--- config.mk ---
export PLATFORM = sky130hd
export DESIGN_NAME = uhf_framer
export DESIGN_NICKNAME = d
export VERILOG_FILES = /design/src/uhf_pkg.sv /design/src/uhf_buf2.sv /design/src/uhf_framer.sv
export SDC_FILE = /design/constraint.sdc
export NUM_CORES = 1
export LEC_CHECK = 0
export ABC_AREA = 1
export BUFFER_PORTS_ARGS = -buffer_cell sky130_fd_sc_hd__buf_2
export CAP_MARGIN = 20
export CORE_UTILIZATION = 58
export CTS_CLUSTER_DIAMETER = 60
export CTS_CLUSTER_SIZE = 25
export DETAILED_ROUTE_END_ITERATION = 8
export HOLD_SLACK_MARGIN = 0.02
export PLACE_DENSITY = 0.9
export SLEW_MARGIN = 15
export SYNTH_ARGS = -nofsm -noshare
export SYNTH_HDL_FRONTEND = slang
export SYNTH_SLANG_ARGS = --single-unit
--- constraint.sdc ---
create_clock -name clock -period 8.1 [get_ports clock]
set_input_delay 1.62 -clock clock [delete_from_list [all_inputs] [get_ports clock]]
set_output_delay 1.62 -clock clock [all_outputs]
set_load 0.1 [all_outputs]
--- src/uhf_pkg.sv ---
// Shared constants, types and helpers for the host command framer.
// Assumes one 20 MHz clock and byte-wide UART streams on both sides.
`default_nettype none
package uhf_pkg;
   // Frame delimiters.
   localparam logic [7:0] DELIM_START = 8'h02;
   localparam logic [7:0] DELIM_END = 8'h03;
   // Packet type byte values.
   localparam logic [7:0] TYPE_REQ = 8'h52;
   localparam logic [7:0] TYPE_CFM = 8'h43;
   localparam logic [7:0] TYPE_IND = 8'h69;
   localparam logic [7:0] TYPE_RES = 8'h72;
   // Largest payload a frame may carry.
   localparam logic [15:0] MAX_PAYLOAD = 16'h014D;
   // Opcodes of the two transport-layer frames; the values are arbitrary.
   localparam logic [7:0] OPC_DISABLE_TL = 8'h4F;
   localparam logic [7:0] OPC_TL_ENABLED = 8'h50;
   // Clock rate and the one-millisecond tick derived from it.
   localparam int CLK_HZ = 20_000_000;
   localparam int TICK_HZ = 1000;
   localparam int TICK_CYCLES = CLK_HZ / TICK_HZ;
   // Link supervision timeout in seconds, and the same in ticks.
   localparam int LINK_TIMEOUT_S = 20;
   localparam int LINK_TIMEOUT_MS = LINK_TIMEOUT_S * 1000;

   // Frame header as it travels between the framer and the command core.
   typedef struct packed {
      logic [7:0] ptype;
      logic [7:0] opcode;
      logic [15:0] len;
   } uhf_hdr_s;

   // Power states, from UART and radio activity.
   typedef enum logic [2:0] {
      power_state_all_off,
      power_state_uart_only,
      power_state_scan_uart_off,
      power_state_scan_uart_on,
      power_state_link_uart_off,
      power_state_link_uart_on
   } uhf_power_e;

   // Event reporting levels.
   typedef enum logic [1:0] {EV_NONE, EV_STD, EV_ALL} uhf_evlvl_e;
   localparam uhf_evlvl_e EVLVL_DEFAULT = EV_STD;

   // Inquiry-scan behaviour.
   typedef enum logic [1:0] {INQ_DISC, INQ_NONDISC, INQ_LIMITED} uhf_inq_e;
   localparam uhf_inq_e INQ_DEFAULT = INQ_DISC;

   // Header checksum: low byte of the sum of type, opcode and both length bytes.
   function automatic logic [7:0] hdr_sum(uhf_hdr_s h);
      return h.ptype + h.opcode + h.len[15:8] + h.len[7:0];
   endfunction
endpackage
`default_nettype wire
--- src/uhf_buf2.sv ---
// Two-entry byte buffer with valid and ready on both sides.
// Assumes the same clock on both sides; a stalled drain side fills it.
`default_nettype none
module uhf_buf2 #(
   parameter int W = 8
) (
   input wire logic clock,
   input wire logic rst,
   input wire logic in_valid,
   input wire logic [W-1:0] in_data,
   output logic in_ready,
   output logic out_valid,
   output logic [W-1:0] out_data,
   input wire logic out_ready
);
   if (W < 1) begin : g_bad_w
      $error("uhf_buf2: width must be at least one");
   end

   logic [W-1:0] mem_ff [2]; // Storage slots.
   logic rd_ff; // Slot read next.
   logic wr_ff; // Slot written next.
   logic [1:0] cnt_ff; // Words held.
   wire push = in_valid & in_ready;
   wire pop = out_valid & out_ready;

   // Full and empty come straight from the count, so they never lie.
   assign in_ready = (cnt_ff != 2'h2);
   assign out_valid = (cnt_ff != 2'h0);
   assign out_data = mem_ff[rd_ff];

   // Data slots need no reset; only pointers and count do.
   always_ff @(posedge clock) begin
      if (push) begin
         mem_ff[wr_ff] <= in_data;
      end
   end

   // Pointer and count update.
   always_ff @(posedge clock or posedge rst) begin
      if (rst) begin
         rd_ff <= 1'b0;
         wr_ff <= 1'b0;
         cnt_ff <= 2'h0;
      end else begin
         if (push) wr_ff <= ~wr_ff;
         if (pop) rd_ff <= ~rd_ff;
         cnt_ff <= cnt_ff + {1'b0, push} - {1'b0, pop};
      end
   end
endmodule // uhf_buf2
`default_nettype wire

--- src/uhf_framer.sv ---
// Command framer of a serial radio module's host port, with transport control.
// Assumes byte streams from and to a UART, and a command core beside it.
`default_nettype none
module uhf_framer #(
   parameter int TICK_CYCLES = uhf_pkg::TICK_CYCLES,
   parameter int LINK_TIMEOUT_MS = uhf_pkg::LINK_TIMEOUT_MS
) (
   input wire logic clock,
   input wire logic rst,
   input wire logic rx_valid,
   input wire logic [7:0] rx_data,
   output logic rx_ready,
   output logic tx_valid,
   output logic [7:0] tx_data,
   input wire logic tx_ready,
   output logic uart_en,
   input wire logic cts_n,
   output logic rts_n,
   input wire logic passthru,
   output logic pt_out_valid,
   output logic [7:0] pt_out_data,
   input wire logic pt_out_ready,
   input wire logic pt_in_valid,
   input wire logic [7:0] pt_in_data,
   output logic pt_in_ready,
   output logic hdr_valid,
   output uhf_pkg::uhf_hdr_s hdr,
   output logic pay_valid,
   output logic [7:0] pay_data,
   input wire logic pay_ready,
   output logic frame_ok,
   output logic frame_err,
   input wire logic snd_valid,
   input wire uhf_pkg::uhf_hdr_s snd_hdr,
   output logic snd_ready,
   input wire logic sp_valid,
   input wire logic [7:0] sp_data,
   output logic sp_ready,
   input wire logic evt_pending,
   input wire logic radio_scan,
   input wire logic radio_link,
   output uhf_pkg::uhf_power_e power_state,
   output logic slow_clk_ok,
   input wire logic remote_rx,
   output logic link_lost,
   input wire logic cfg_load,
   input wire logic [1:0] cfg_evlvl,
   input wire logic [1:0] cfg_inq,
   output logic evt_std_en,
   output logic evt_link_en,
   output uhf_pkg::uhf_inq_e inq_mode
);
   if (TICK_CYCLES < 2 || LINK_TIMEOUT_MS < 1) begin : g_bad_par
      $error("uhf_framer: tick and timeout counts must be positive");
   end

   localparam int TW = $clog2(TICK_CYCLES);
   localparam int MW = $clog2(LINK_TIMEOUT_MS + 1);

   typedef enum logic [2:0] {R_HUNT, R_TYPE, R_OPC, R_LENL, R_LENH, R_SUM, R_PAY, R_END} uhf_rx_e;
   typedef enum logic [3:0] {T_IDLE, T_START, T_TYPE, T_OPC, T_LENL, T_LENH, T_SUM, T_PAY, T_END} uhf_tx_e;
   typedef enum logic [2:0] {TL_ON, TL_DRAIN, TL_CFM, TL_FLUSH, TL_OFF, TL_WAKE, TL_ANN} uhf_tl_e;

   // Receive side state.
   uhf_rx_e rx_st_ff, nxt_rx_st;
   uhf_pkg::uhf_hdr_s rh_ff, nxt_rh; // Header being collected.
   logic [15:0] rcnt_ff, nxt_rcnt; // Payload bytes still due.
   logic hv_ff, nxt_hv; // Header accepted pulse.
   logic ok_ff, nxt_ok; // Frame good pulse.
   logic err_ff, nxt_err; // Frame dropped pulse.
   logic dis_ff, nxt_dis; // Disable-transport request seen.
   logic ov_ff, nxt_ov; // Output byte stage holds a byte.
   logic opt_ff, nxt_opt; // That byte is pass-through data.
   logic [7:0] ob_ff, nxt_ob; // Output byte stage.
   logic pass_ff; // Pass-through in force.

   // Transmit side state.
   uhf_tx_e tx_st_ff, nxt_tx_st;
   uhf_pkg::uhf_hdr_s th_ff, nxt_th; // Header being sent.
   logic [15:0] tcnt_ff, nxt_tcnt; // Payload bytes still to send.
   uhf_tl_e tl_st_ff, nxt_tl_st;
   logic rts_n_ff, nxt_rts_n;
   logic cts_d_ff; // Previous CTS level for the edge test.

   // Timeout, power and configuration state.
   logic [TW-1:0] tick_ff;
   logic [MW-1:0] ms_ff;
   logic lost_ff; // Timeout already reported.
   logic lost_p_ff; // One-cycle link-lost pulse.
   uhf_pkg::uhf_power_e pwr_ff, nxt_pwr;
   uhf_pkg::uhf_evlvl_e lvl_ff;
   uhf_pkg::uhf_inq_e inq_ff;

   // Buffer wiring.
   logic b_in_valid, b_in_ready, b_out_valid;
   logic [7:0] b_in_data;

   // UART runs except while disabled or while waiting for the host to answer.
   assign uart_en = (tl_st_ff != TL_OFF) && (tl_st_ff != TL_WAKE);
   assign rts_n = rts_n_ff;

   // Receive handshake: data bytes need room in the output stage.
   wire data_byte = pass_ff || (rx_st_ff == R_PAY);
   wire o_drain = opt_ff ? pt_out_ready : pay_ready;
   wire o_room = !ov_ff || o_drain;
   assign rx_ready = uart_en && (!data_byte || o_room);
   wire rx_take = rx_valid && rx_ready;
   wire [7:0] rsum = uhf_pkg::hdr_sum(rh_ff);
   wire len_ok = (rh_ff.len <= uhf_pkg::MAX_PAYLOAD);

   assign pay_valid = ov_ff && !opt_ff;
   assign pt_out_valid = ov_ff && opt_ff;
   assign pay_data = ob_ff;
   assign pt_out_data = ob_ff;
   assign hdr = rh_ff;
   assign hdr_valid = hv_ff;
   assign frame_ok = ok_ff;
   assign frame_err = err_ff;

   // Receive parser. A bad checksum or length drops the frame at the
   // checksum byte, so no payload of a frame with a bad checksum or length reaches the core.
   always_comb begin
      nxt_rx_st = rx_st_ff;
      nxt_rh = rh_ff;
      nxt_rcnt = rcnt_ff;
      nxt_hv = 1'b0;
      nxt_ok = 1'b0;
      nxt_err = 1'b0;
      nxt_dis = 1'b0;
      nxt_ov = ov_ff && !o_drain;
      nxt_opt = opt_ff;
      nxt_ob = ob_ff;
      if (pass_ff) begin
         // Raw bytes go straight to the link, never parsed.
         nxt_rx_st = R_HUNT;
         if (rx_take) begin
            nxt_ov = 1'b1;
            nxt_opt = 1'b1;
            nxt_ob = rx_data;
         end
      end else if (rx_take) begin
         case (rx_st_ff)
            R_HUNT: begin
               if (rx_data == uhf_pkg::DELIM_START) nxt_rx_st = R_TYPE;
            end
            R_TYPE: begin
               nxt_rh.ptype = rx_data;
               nxt_rx_st = R_OPC;
            end
            R_OPC: begin
               nxt_rh.opcode = rx_data;
               nxt_rx_st = R_LENL;
            end
            R_LENL: begin
               nxt_rh.len[7:0] = rx_data;
               nxt_rx_st = R_LENH;
            end
            R_LENH: begin
               nxt_rh.len[15:8] = rx_data;
               nxt_rx_st = R_SUM;
            end
            R_SUM: begin
               if (rx_data == rsum && len_ok) begin
                  nxt_hv = 1'b1;
                  nxt_rcnt = rh_ff.len;
                  nxt_rx_st = (rh_ff.len == 16'h0000) ? R_END : R_PAY;
               end else begin
                  nxt_err = 1'b1;
                  nxt_rx_st = R_HUNT;
               end
            end
            R_PAY: begin
               nxt_ov = 1'b1;
               nxt_opt = 1'b0;
               nxt_ob = rx_data;
               nxt_rcnt = rcnt_ff - 16'h0001;
               if (rcnt_ff == 16'h0001) nxt_rx_st = R_END;
            end
            default: begin
               // A missing end byte throws the frame away.
               nxt_rx_st = R_HUNT;
               if (rx_data == uhf_pkg::DELIM_END) begin
                  nxt_ok = 1'b1;
                  nxt_dis = (rh_ff.ptype == uhf_pkg::TYPE_REQ) && (rh_ff.opcode == uhf_pkg::OPC_DISABLE_TL);
               end else begin
                  nxt_err = 1'b1;
               end
            end
         endcase
      end
   end

   // Internal transport frames carry no payload and take the framer first.
   wire int_req = (tl_st_ff == TL_CFM) || (tl_st_ff == TL_ANN);
   uhf_pkg::uhf_hdr_s int_hdr;
   assign int_hdr.ptype = (tl_st_ff == TL_CFM) ? uhf_pkg::TYPE_CFM : uhf_pkg::TYPE_IND;
   assign int_hdr.opcode = (tl_st_ff == TL_CFM) ? uhf_pkg::OPC_DISABLE_TL : uhf_pkg::OPC_TL_ENABLED;
   assign int_hdr.len = 16'h0000;

   // Core frames are taken only with the transport up and no pass-through.
   assign snd_ready = (tx_st_ff == T_IDLE) && !int_req && (tl_st_ff == TL_ON) && !pass_ff;
   wire t_adv = b_in_ready && (tx_st_ff != T_IDLE) && (tx_st_ff != T_PAY);
   wire t_done = (tx_st_ff == T_END) && b_in_ready;
   wire [7:0] tsum = uhf_pkg::hdr_sum(th_ff);
   assign sp_ready = (tx_st_ff == T_PAY) && b_in_ready;
   assign pt_in_ready = pass_ff && b_in_ready;

   // Byte offered to the buffer, per framer step; same layout both ways.
   wire [7:0] t_byte = (tx_st_ff == T_START) ? uhf_pkg::DELIM_START
                     : (tx_st_ff == T_TYPE) ? th_ff.ptype
                     : (tx_st_ff == T_OPC) ? th_ff.opcode
                     : (tx_st_ff == T_LENL) ? th_ff.len[7:0]
                     : (tx_st_ff == T_LENH) ? th_ff.len[15:8]
                     : (tx_st_ff == T_SUM) ? tsum
                     : (tx_st_ff == T_PAY) ? sp_data
                     : uhf_pkg::DELIM_END;
   wire t_valid = (tx_st_ff == T_PAY) ? sp_valid : (tx_st_ff != T_IDLE);
   assign b_in_valid = pass_ff ? pt_in_valid : t_valid;
   assign b_in_data = pass_ff ? pt_in_data : t_byte;

   // Transmit framer sequence.
   always_comb begin
      nxt_tx_st = tx_st_ff;
      nxt_th = th_ff;
      nxt_tcnt = tcnt_ff;
      case (tx_st_ff)
         T_IDLE: begin
            if (int_req) begin
               nxt_th = int_hdr;
               nxt_tx_st = T_START;
            end else if (snd_valid && snd_ready) begin
               nxt_th = snd_hdr;
               nxt_tx_st = T_START;
            end
         end
         T_SUM: begin
            nxt_tcnt = th_ff.len;
            if (t_adv) nxt_tx_st = (th_ff.len == 16'h0000) ? T_END : T_PAY;
         end
         T_PAY: begin
            if (sp_valid && sp_ready) begin
               nxt_tcnt = tcnt_ff - 16'h0001;
               if (tcnt_ff == 16'h0001) nxt_tx_st = T_END;
            end
         end
         T_END: begin
            if (t_adv) nxt_tx_st = T_IDLE;
         end
         default: begin
            if (t_adv) nxt_tx_st = uhf_tx_e'(tx_st_ff + 4'h1);
         end
      endcase
   end

   // Transport-layer control and the wake-up handshake on RTS and CTS.
   wire cts_fall = cts_d_ff && !cts_n;
   wire tx_empty = (tx_st_ff == T_IDLE) && !b_out_valid;
   always_comb begin
      nxt_tl_st = tl_st_ff;
      nxt_rts_n = rts_n_ff;
      case (tl_st_ff)
         TL_ON: begin
            nxt_rts_n = 1'b0;
            if (dis_ff) nxt_tl_st = TL_DRAIN;
         end
         TL_DRAIN: begin
            if (tx_empty) nxt_tl_st = TL_CFM;
         end
         TL_CFM: begin
            if (t_done) nxt_tl_st = TL_FLUSH;
         end
         TL_FLUSH: begin
            // The confirm must leave the wire before the UART stops.
            if (tx_empty) begin
               nxt_tl_st = TL_OFF;
               nxt_rts_n = 1'b1;
            end
         end
         TL_OFF: begin
            if (cts_fall) begin
               nxt_tl_st = TL_ANN;
               nxt_rts_n = 1'b0;
            end else if (evt_pending) begin
               nxt_tl_st = TL_WAKE;
               nxt_rts_n = 1'b0;
            end
         end
         TL_WAKE: begin
            if (!cts_n) nxt_tl_st = TL_ANN;
         end
         default: begin
            // Announcement goes out before any core frame or event.
            if (t_done) nxt_tl_st = TL_ON;
         end
      endcase
   end

   // Power state from UART and radio activity; a link outranks scanning.
   always_comb begin
      if (radio_link) begin
         nxt_pwr = uart_en ? uhf_pkg::power_state_link_uart_on : uhf_pkg::power_state_link_uart_off;
      end else if (radio_scan) begin
         nxt_pwr = uart_en ? uhf_pkg::power_state_scan_uart_on : uhf_pkg::power_state_scan_uart_off;
      end else begin
         nxt_pwr = uart_en ? uhf_pkg::power_state_uart_only : uhf_pkg::power_state_all_off;
      end
   end
   assign power_state = pwr_ff;
   assign slow_clk_ok = (pwr_ff == uhf_pkg::power_state_scan_uart_off);

   // Event level and inquiry mode decoding.
   assign evt_std_en = (lvl_ff != uhf_pkg::EV_NONE);
   assign evt_link_en = (lvl_ff == uhf_pkg::EV_ALL);
   assign inq_mode = inq_ff;
   assign link_lost = lost_p_ff;
   wire tick = (tick_ff == TW'(TICK_CYCLES - 1));
   wire ms_full = (ms_ff == MW'(LINK_TIMEOUT_MS));

   // Receive registers.
   always_ff @(posedge clock or posedge rst) begin
      if (rst) begin
         rx_st_ff <= R_HUNT;
         rh_ff <= '0;
         rcnt_ff <= 16'h0000;
         hv_ff <= 1'b0;
         ok_ff <= 1'b0;
         err_ff <= 1'b0;
         dis_ff <= 1'b0;
         ov_ff <= 1'b0;
         opt_ff <= 1'b0;
         ob_ff <= 8'h00;
      end else begin
         rx_st_ff <= nxt_rx_st;
         rh_ff <= nxt_rh;
         rcnt_ff <= nxt_rcnt;
         hv_ff <= nxt_hv;
         ok_ff <= nxt_ok;
         err_ff <= nxt_err;
         dis_ff <= nxt_dis;
         ov_ff <= nxt_ov;
         opt_ff <= nxt_opt;
         ob_ff <= nxt_ob;
      end
   end

   // Mode switches only between frames in both directions, but a frame that starts on
   // the switching edge itself is not held off, so a change of pass-through can cut it.
   always_ff @(posedge clock or posedge rst) begin
      if (rst) begin
         pass_ff <= 1'b0;
      end else if (rx_st_ff == R_HUNT && tx_st_ff == T_IDLE && tl_st_ff == TL_ON) begin
         pass_ff <= passthru;
      end
   end

   // Transmit and transport registers.
   always_ff @(posedge clock or posedge rst) begin
      if (rst) begin
         tx_st_ff <= T_IDLE;
         th_ff <= '0;
         tcnt_ff <= 16'h0000;
         tl_st_ff <= TL_ON;
         rts_n_ff <= 1'b0;
         cts_d_ff <= 1'b1;
         pwr_ff <= uhf_pkg::power_state_uart_only;
      end else begin
         tx_st_ff <= nxt_tx_st;
         th_ff <= nxt_th;
         tcnt_ff <= nxt_tcnt;
         tl_st_ff <= nxt_tl_st;
         rts_n_ff <= nxt_rts_n;
         cts_d_ff <= cts_n;
         pwr_ff <= nxt_pwr;
      end
   end

   // Link supervision: a millisecond tick counts silence on a live link.
   always_ff @(posedge clock or posedge rst) begin
      if (rst) begin
         tick_ff <= '0;
         ms_ff <= '0;
         lost_ff <= 1'b0;
         lost_p_ff <= 1'b0;
      end else begin
         tick_ff <= tick ? '0 : tick_ff + TW'(1);
         lost_p_ff <= 1'b0;
         if (!radio_link || remote_rx) begin
            ms_ff <= '0;
            lost_ff <= 1'b0;
         end else if (ms_full) begin
            lost_ff <= 1'b1;
            lost_p_ff <= !lost_ff;
         end else if (tick) begin
            ms_ff <= ms_ff + MW'(1);
         end
      end
   end

   // Configuration loads; unused codes are ignored and the old value kept.
   always_ff @(posedge clock or posedge rst) begin
      if (rst) begin
         lvl_ff <= uhf_pkg::EVLVL_DEFAULT;
         inq_ff <= uhf_pkg::INQ_DEFAULT;
      end else if (cfg_load) begin
         if (cfg_evlvl != 2'h3) lvl_ff <= uhf_pkg::uhf_evlvl_e'(cfg_evlvl);
         if (cfg_inq != 2'h3) inq_ff <= uhf_pkg::uhf_inq_e'(cfg_inq);
      end
   end

   // Outgoing bytes wait here while the UART is stalled or switched off.
   uhf_buf2 #(.W(8)) u_txbuf (
      .clock(clock),
      .rst(rst),
      .in_valid(b_in_valid),
      .in_data(b_in_data),
      .in_ready(b_in_ready),
      .out_valid(b_out_valid),
      .out_data(tx_data),
      .out_ready(tx_ready && uart_en)
   );
   assign tx_valid = b_out_valid && uart_en;
endmodule // uhf_framer
`default_nettype wire

==> results of run 1 <==
cell type report:
class,instances,area share
Clock buffer,19,0.0366
Clock inverter,12,0.0133
Inverter,177,0.0542
Multi-Input combinational cell,977,0.436
Sequential cell,182,0.374
Tap cell,229,0.0231
Timing Repair Buffer,155,0.0631
routing by layer:
metal  routed length [µm]  vias up
li1                     -     4799
met1                12000     4697
met2                13500      477
met3                 2310       72
met4                  733        0
met5                    0        -
synth_stat cells, types with 17 or more instances:
cell type,instances
nand3_1,95
a21oi_1,62
nand4_1,23
nor2_1,126
inv_1,169
ha_1,27
dfrtp_1,163
nor3_1,29
fa_1,28
o21ai_0,146
clkbuf_1,17
xor2_1,24
nand2_1,307
worst max-delay path, delay by kind of cell:
kind                   cells  cell delay, ns
and+or+nand+nor            2            0.26
AOI/OAI and AO/OA          2            0.27
buffers and inverters      4            0.63
where the power goes:
group          switching [W]  internal (W)  total (W)
Combinational        0.00176      0.000702    0.00247
Clock               0.000368      0.000509   0.000877
Sequential          0.000223       0.00116    0.00138
through the flow:
stage	hold slack (ns)	std cells	setup WS [ns]	cell area, µm²
2_1_floorplan	0.410	1379	1.99	11000
3_3_place_gp	0.451	1720	3.72	11800
3_5_place_dp	0.443	1720	3.71	11800
4_1_cts	0.470	1751	3.70	12400
5_1_grt	0.490	1751	3.60	12400
6_report	0.467	1751	3.70	12400
state kept, by name (all words and copies together) (netlist names), 2 cells and up:
register / flops
hdr: 32
inq_mode: 2
lvl_ff: 2
ms_ff: 15
pay_data: 8
power_state: 3
rcnt_ff: 16
rx_st_ff: 3
tcnt_ff: 16
th_ff: 32
tick_ff: 15
tl_st_ff: 3
tx_st_ff: 4
u_txbuf.cnt_ff: 2
u_txbuf.mem_ff: 16
worst max path at each step:
stage	to	cells past startpoint	slack, ns
after floorplan	dis_ff	1	1.99
after global placement	rx_ready	8	3.72
after detailed placement	rx_ready	8	3.71
after CTS	rx_ready	8	3.70
after global routing	rx_ready	8	3.60
final	rx_ready	8	3.70
cells by family after synthesis:
| logic type | Yosys count | synth area share |
|---|---|---|
| simple gates | 620 | 0.246 |
| compound gates | 260 | 0.130 |
| buf+inv | 220 | 0.0830 |
| flops | 182 | 0.424 |
| fa+ha+maj | 55 | 0.0820 |
| xor+xnor | 34 | 0.0272 |
| mux | 8 | 0.00823 |
==> results.cfg, run 1 <==
[outcome]
status = finished, final reports clean

[detailed_routing]
wl_mm = 28.6
wl_per_cell_um = 16.3
via_per_inst = 5.74
drc = 0
vias = 10045
firstDrtPassIters = 7
initialDrtViolationCount = 1011
route.antenna.remaining_nets = 0

[global_route]
grt_usage = 0.306
grt_pass1_vias = 9412
grt_max_degree = 101
grt_overflow = 0
grt_pass1_wl_mm = 46.9
antenna_found_initial = 0
top_usage_layer = met2
use_met1 = 0.409
grt_use_met2 = 0.502
met3_usage = 0.0650

[logic_synthesis]
synth.distinct_cells = 53
yosys_warnings = 0
synthCells = 1379
avgSynthCellArea_um2 = 7.94
synth.area.top_cells = dfrtp_1 37%, nand2_1 11%, o21ai_0 6.7%, inv_1 5.8%, fa_1 5.1%
synth-edff-count = 16
syn_nets = 1510
async_reset_ff_frac = 0.912
synthFlopType = dfrtp_1
synth.yosys.seq_area_share = 0.424
synth_top_area_share = 0.372
yosysTopAreaCell = dfrtp_1
synth-seq-cells = 182
synth_area_mm2 = 0.0110

[min_path]
worst_hold_path.num_cells = 1
hp-class = flip-flop to flip-flop
min_to = link_lost
hold_start = lost_ff

[cts]
clock_latency_ns = 0.43
cts_buffer_depth = 2
clockRootBuffer = clkbuf_16
cts_sinks = 182
cts_buffers = 17
clk_pin_slew_ns = 0.06
ctsHoldBuffers = 0
cts_resized = 0
htreeDepth = 4
post_cts_buffers = 0
cts_tree = built

[timing]
max_freq_mhz = 227
hold_viol = 0
finalClockSkew_ns = 0.0115
worstMarginPinSlew_ns = 0.958
setup_violations = 0
period_share = 0.544
rsz0062_at_grt = no
layout_min_cycle_time_ns = 4.40
finalMaxSlewViolations = 0
slew-limit-headroom = 0.361
finalSetupTns_ns = 0

[setup_path]
worstPathMaxFanout = 2
path_cells = buf_2, inv_1, o21ai_0, nor2_1, o21ai_2, inv_1, nor2_1, buf_2
crit_arrival_ns = 2.78
r2r_end = rcnt_ff[15]
cp-startpoint = pay_ready
max_stage_delay_ns = 0.46
critPathCaptureType = output pin
crit_slowest_cell = buf_2
cp.required_ns = 6.48
r2r_start = hdr[1]
r2r_setup_slack_ns = 4.03
worstRegToRegCells = 19
start_kind = input port
worst-setup-path-type = input port to output pin

[floorplan]
die_y_um = 139
core.rowCount = 49
ios = 153
start_util = 0.601
die_area_mm2 = 0.0194
die_w_um = 139
fp.coreArea_mm2 = 0.0182

[placed_design]
gp_congestion = 0.991
portBuffers = 152
dp.final_hpwl_mm = 21.5

[final_layout]
nFillCells = 1437
layout.cells.most_common_list = 307 x nand2_1, 168 x inv_1, 163 x dfrtp_1, 152 x buf_2, 146 x o21ai_0
post-route-util = 0.681
nNetsFinal = 1641
multi_input_comb_area_mm2 = 0.00540
drive_gt1_frac = 0.148
insertedDiodeCount = 0
seqCellArea_mm2 = 0.00464
final_common_cell = nand2_1
area_delta_synth_final_pct = 13.3

[pwr]
p_per_area_mw_per_mm2 = 381
ir_drop_mv = 0.469
power.total_w = 0.00473
leakagePower_nw = 6.21

[flow_run]
max_cap_violations = 0
Power figures use the tool's default switching activity.
==> inputs of run 2 (changes only) <==
==> constraint.sdc (replaced) <==
create_clock -name clock -period 4.2 [get_ports clock]
set_input_delay 0.84 -clock clock [delete_from_list [all_inputs] [get_ports clock]]
set_output_delay 0.84 -clock clock [all_outputs]
set_load 0.1 [all_outputs]
==> run 2 against run 1 <==
Net effect: register-to-register slack got worse by 3.7 ns; sequential cell count is the same; cell area up 0.50%; sequential share of layout area is 0.18 points lower; first-iteration DRC count decreased by 11%; combinational power is 93% higher; clock-buffer cell count rose by 1.
==> results.cfg, run 2 (synthesized netlist as in run 1, its figures left out) <==
[setup_path]
crit_path_frequent_cell = nand2_1
cp.required_ns = 4.58
start_kind = flip-flop
worst-setup-path-type = flip-flop to flip-flop
worstPathMaxFanout = 10
crit_slowest_cell = fa_1
max_stage_delay_ns = 0.57
cp_top_family = adder cells
path_cells = fa_1, inv_1, fa_1, inv_1, ha_1, fa_1, inv_1, nand2_1, nand2_1, nor2_1, nand3_1, nor2_1, nand3_1, nor3_2, nand2_1, nand2_2, buf_4, nand3_1, nand2_1
crit_arrival_ns = 4.22
crit_buf_inv = 4
crit_cells = 19
worstRegToRegCells = 19
critPathCaptureType = flip-flop

[floorplan]
fp.coreArea_mm2 = 0.0182
die_y_um = 139
die_w_um = 139
start_util = 0.601
die_area_mm2 = 0.0194
ios = 153
core.rowCount = 49

[detailed_routing]
wl_per_cell_um = 16.9
highest_layer = met5
wl_met3_mm = 2.80
met1_length_mm = 12.0
initialDrtViolationCount = 904
route.antenna.remaining_nets = 0
drc = 0
via_per_inst = 5.80
wl_mm = 29.7
firstDrtPassIters = 6
wl_met2_mm = 13.9
vias = 10213

[final_layout]
drive_gt1_frac = 0.152
layout.cells.most_common_list = 307 x nand2_1, 168 x inv_1, 163 x dfrtp_1, 152 x buf_2, 146 x o21ai_0
nNetsFinal = 1647
post-route-util = 0.685
area_delta_synth_final_pct = 13.8
fin_cells = 1760
final_common_cell = nand2_1
post-route-cell-area_mm2 = 0.0125

[timing]
slew-limit-headroom = 0.435
setup_violations = 0
finalMaxSlewViolations = 0
max_freq_mhz = 260
layout_min_cycle_time_ns = 3.84
finalSetupTns_ns = 0
rsz0062_at_grt = no
finalClockSkew_ns = 0.0134
worstMarginPinSlew_ns = 0.846
hold_viol = 0
period_share = 0.915

[cts]
clockRootBuffer = clkbuf_16
cts_buffers = 17
ctsHoldBuffers = 0
cts_buffer_depth = 2
cts_resized = 0
cts_sinks = 182
clock_latency_ns = 0.44
htreeDepth = 4
clk_pin_slew_ns = 0.07
cts_tree = built
post_cts_buffers = 0

[global_route]
grt_overflow = 0
grt_max_degree = 74
grt_pass1_wl_mm = 48.5
antenna_found_initial = 3
grt_pass1_vias = 9668
grt_usage = 0.321

[placed_design]
gp_congestion = 0.993
dp_cells = 1726
dp.final_hpwl_mm = 22.3
place_area_mm2 = 0.0119
portBuffers = 152

[pwr]
leakagePower_nw = 6.24
ir_drop_mv = 0.877
p_per_area_mw_per_mm2 = 729

[min_path]
worst_hold_path.num_cells = 1
hp-class = flip-flop to flip-flop

[outcome]
status = finished, final reports clean

[flow_run]
max_cap_violations = 0
-- run 2: changes by cell type in the layout (fill, tap and decap cells not counted), moves of 2 or more --
cell,delta
buf_4,+4
buf_12,+2
diode_2,+2
clkinvlp_4,+2
-- run 2: final cells by class --
cell class	count	area (µm²)
fill	1406	5740
clock inverter	12	139
timing repair buffer	161	853
sequential	182	4640
clock buffer	20	468
multi-input combinational	977	5400
antenna	2	5.00
inverter	177	671
tap	229	287
-- run 2: per-layer routing --
layer / track usage / vias up
li1: - / 4817
met1: 0.416 / 4767
met2: 0.514 / 554
met3: 0.0819 / 73
met4: 0.132 / 2
met5: 0 / -
-- run 2: path summary, 6_finish.rpt --
check	start	end	slack, ns
max in group asynchronous	rst	th_ff[13]	2.78
worst max register to register	hdr[1]	rcnt_ff[4]	0.36
worst min register to register	lost_ff	link_lost	0.46
worst min-delay path	lost_ff	link_lost	0.46
min in group asynchronous	rst	hdr[6]	0.56
worst max-delay path	hdr[1]	rcnt_ff[4]	0.36
-- run 2: worst register-to-register path: stages, from the launching register on --
cell and delay (ns):
dfrtp_1 0.48, fa_1 0.57, inv_1 0.05, fa_1 0.49
inv_1 0.04, ha_1 0.22, fa_1 0.51, inv_1 0.04
nand2_1 0.04, nand2_1 0.05, nor2_1 0.08, nand3_1 0.08
nor2_1 0.09, nand3_1 0.08, nor3_2 0.22, nand2_1 0.11
nand2_2 0.19, buf_4 0.21, nand3_1 0.10, nand2_1 0.12
-- run 2: per-stage QoR --
stage / hold WS [ns] / worst slack, ns / total power (W)
3_3_place_gp: 0.445 / 0.549 / 0.00725
6_report: 0.457 / 0.358 / 0.00909
4_1_cts: 0.460 / 0.354 / 0.00905
5_1_grt: 0.490 / 0.120 / 0.00968
2_1_floorplan: 0.410 / 0.149 / 0.00641
3_5_place_dp: 0.437 / 0.380 / 0.00738
-- run 2: where the power goes --
group          switching, W  internal (W)
registers          0.000437       0.00223
logic               0.00341       0.00136
clock network      0.000713      0.000938
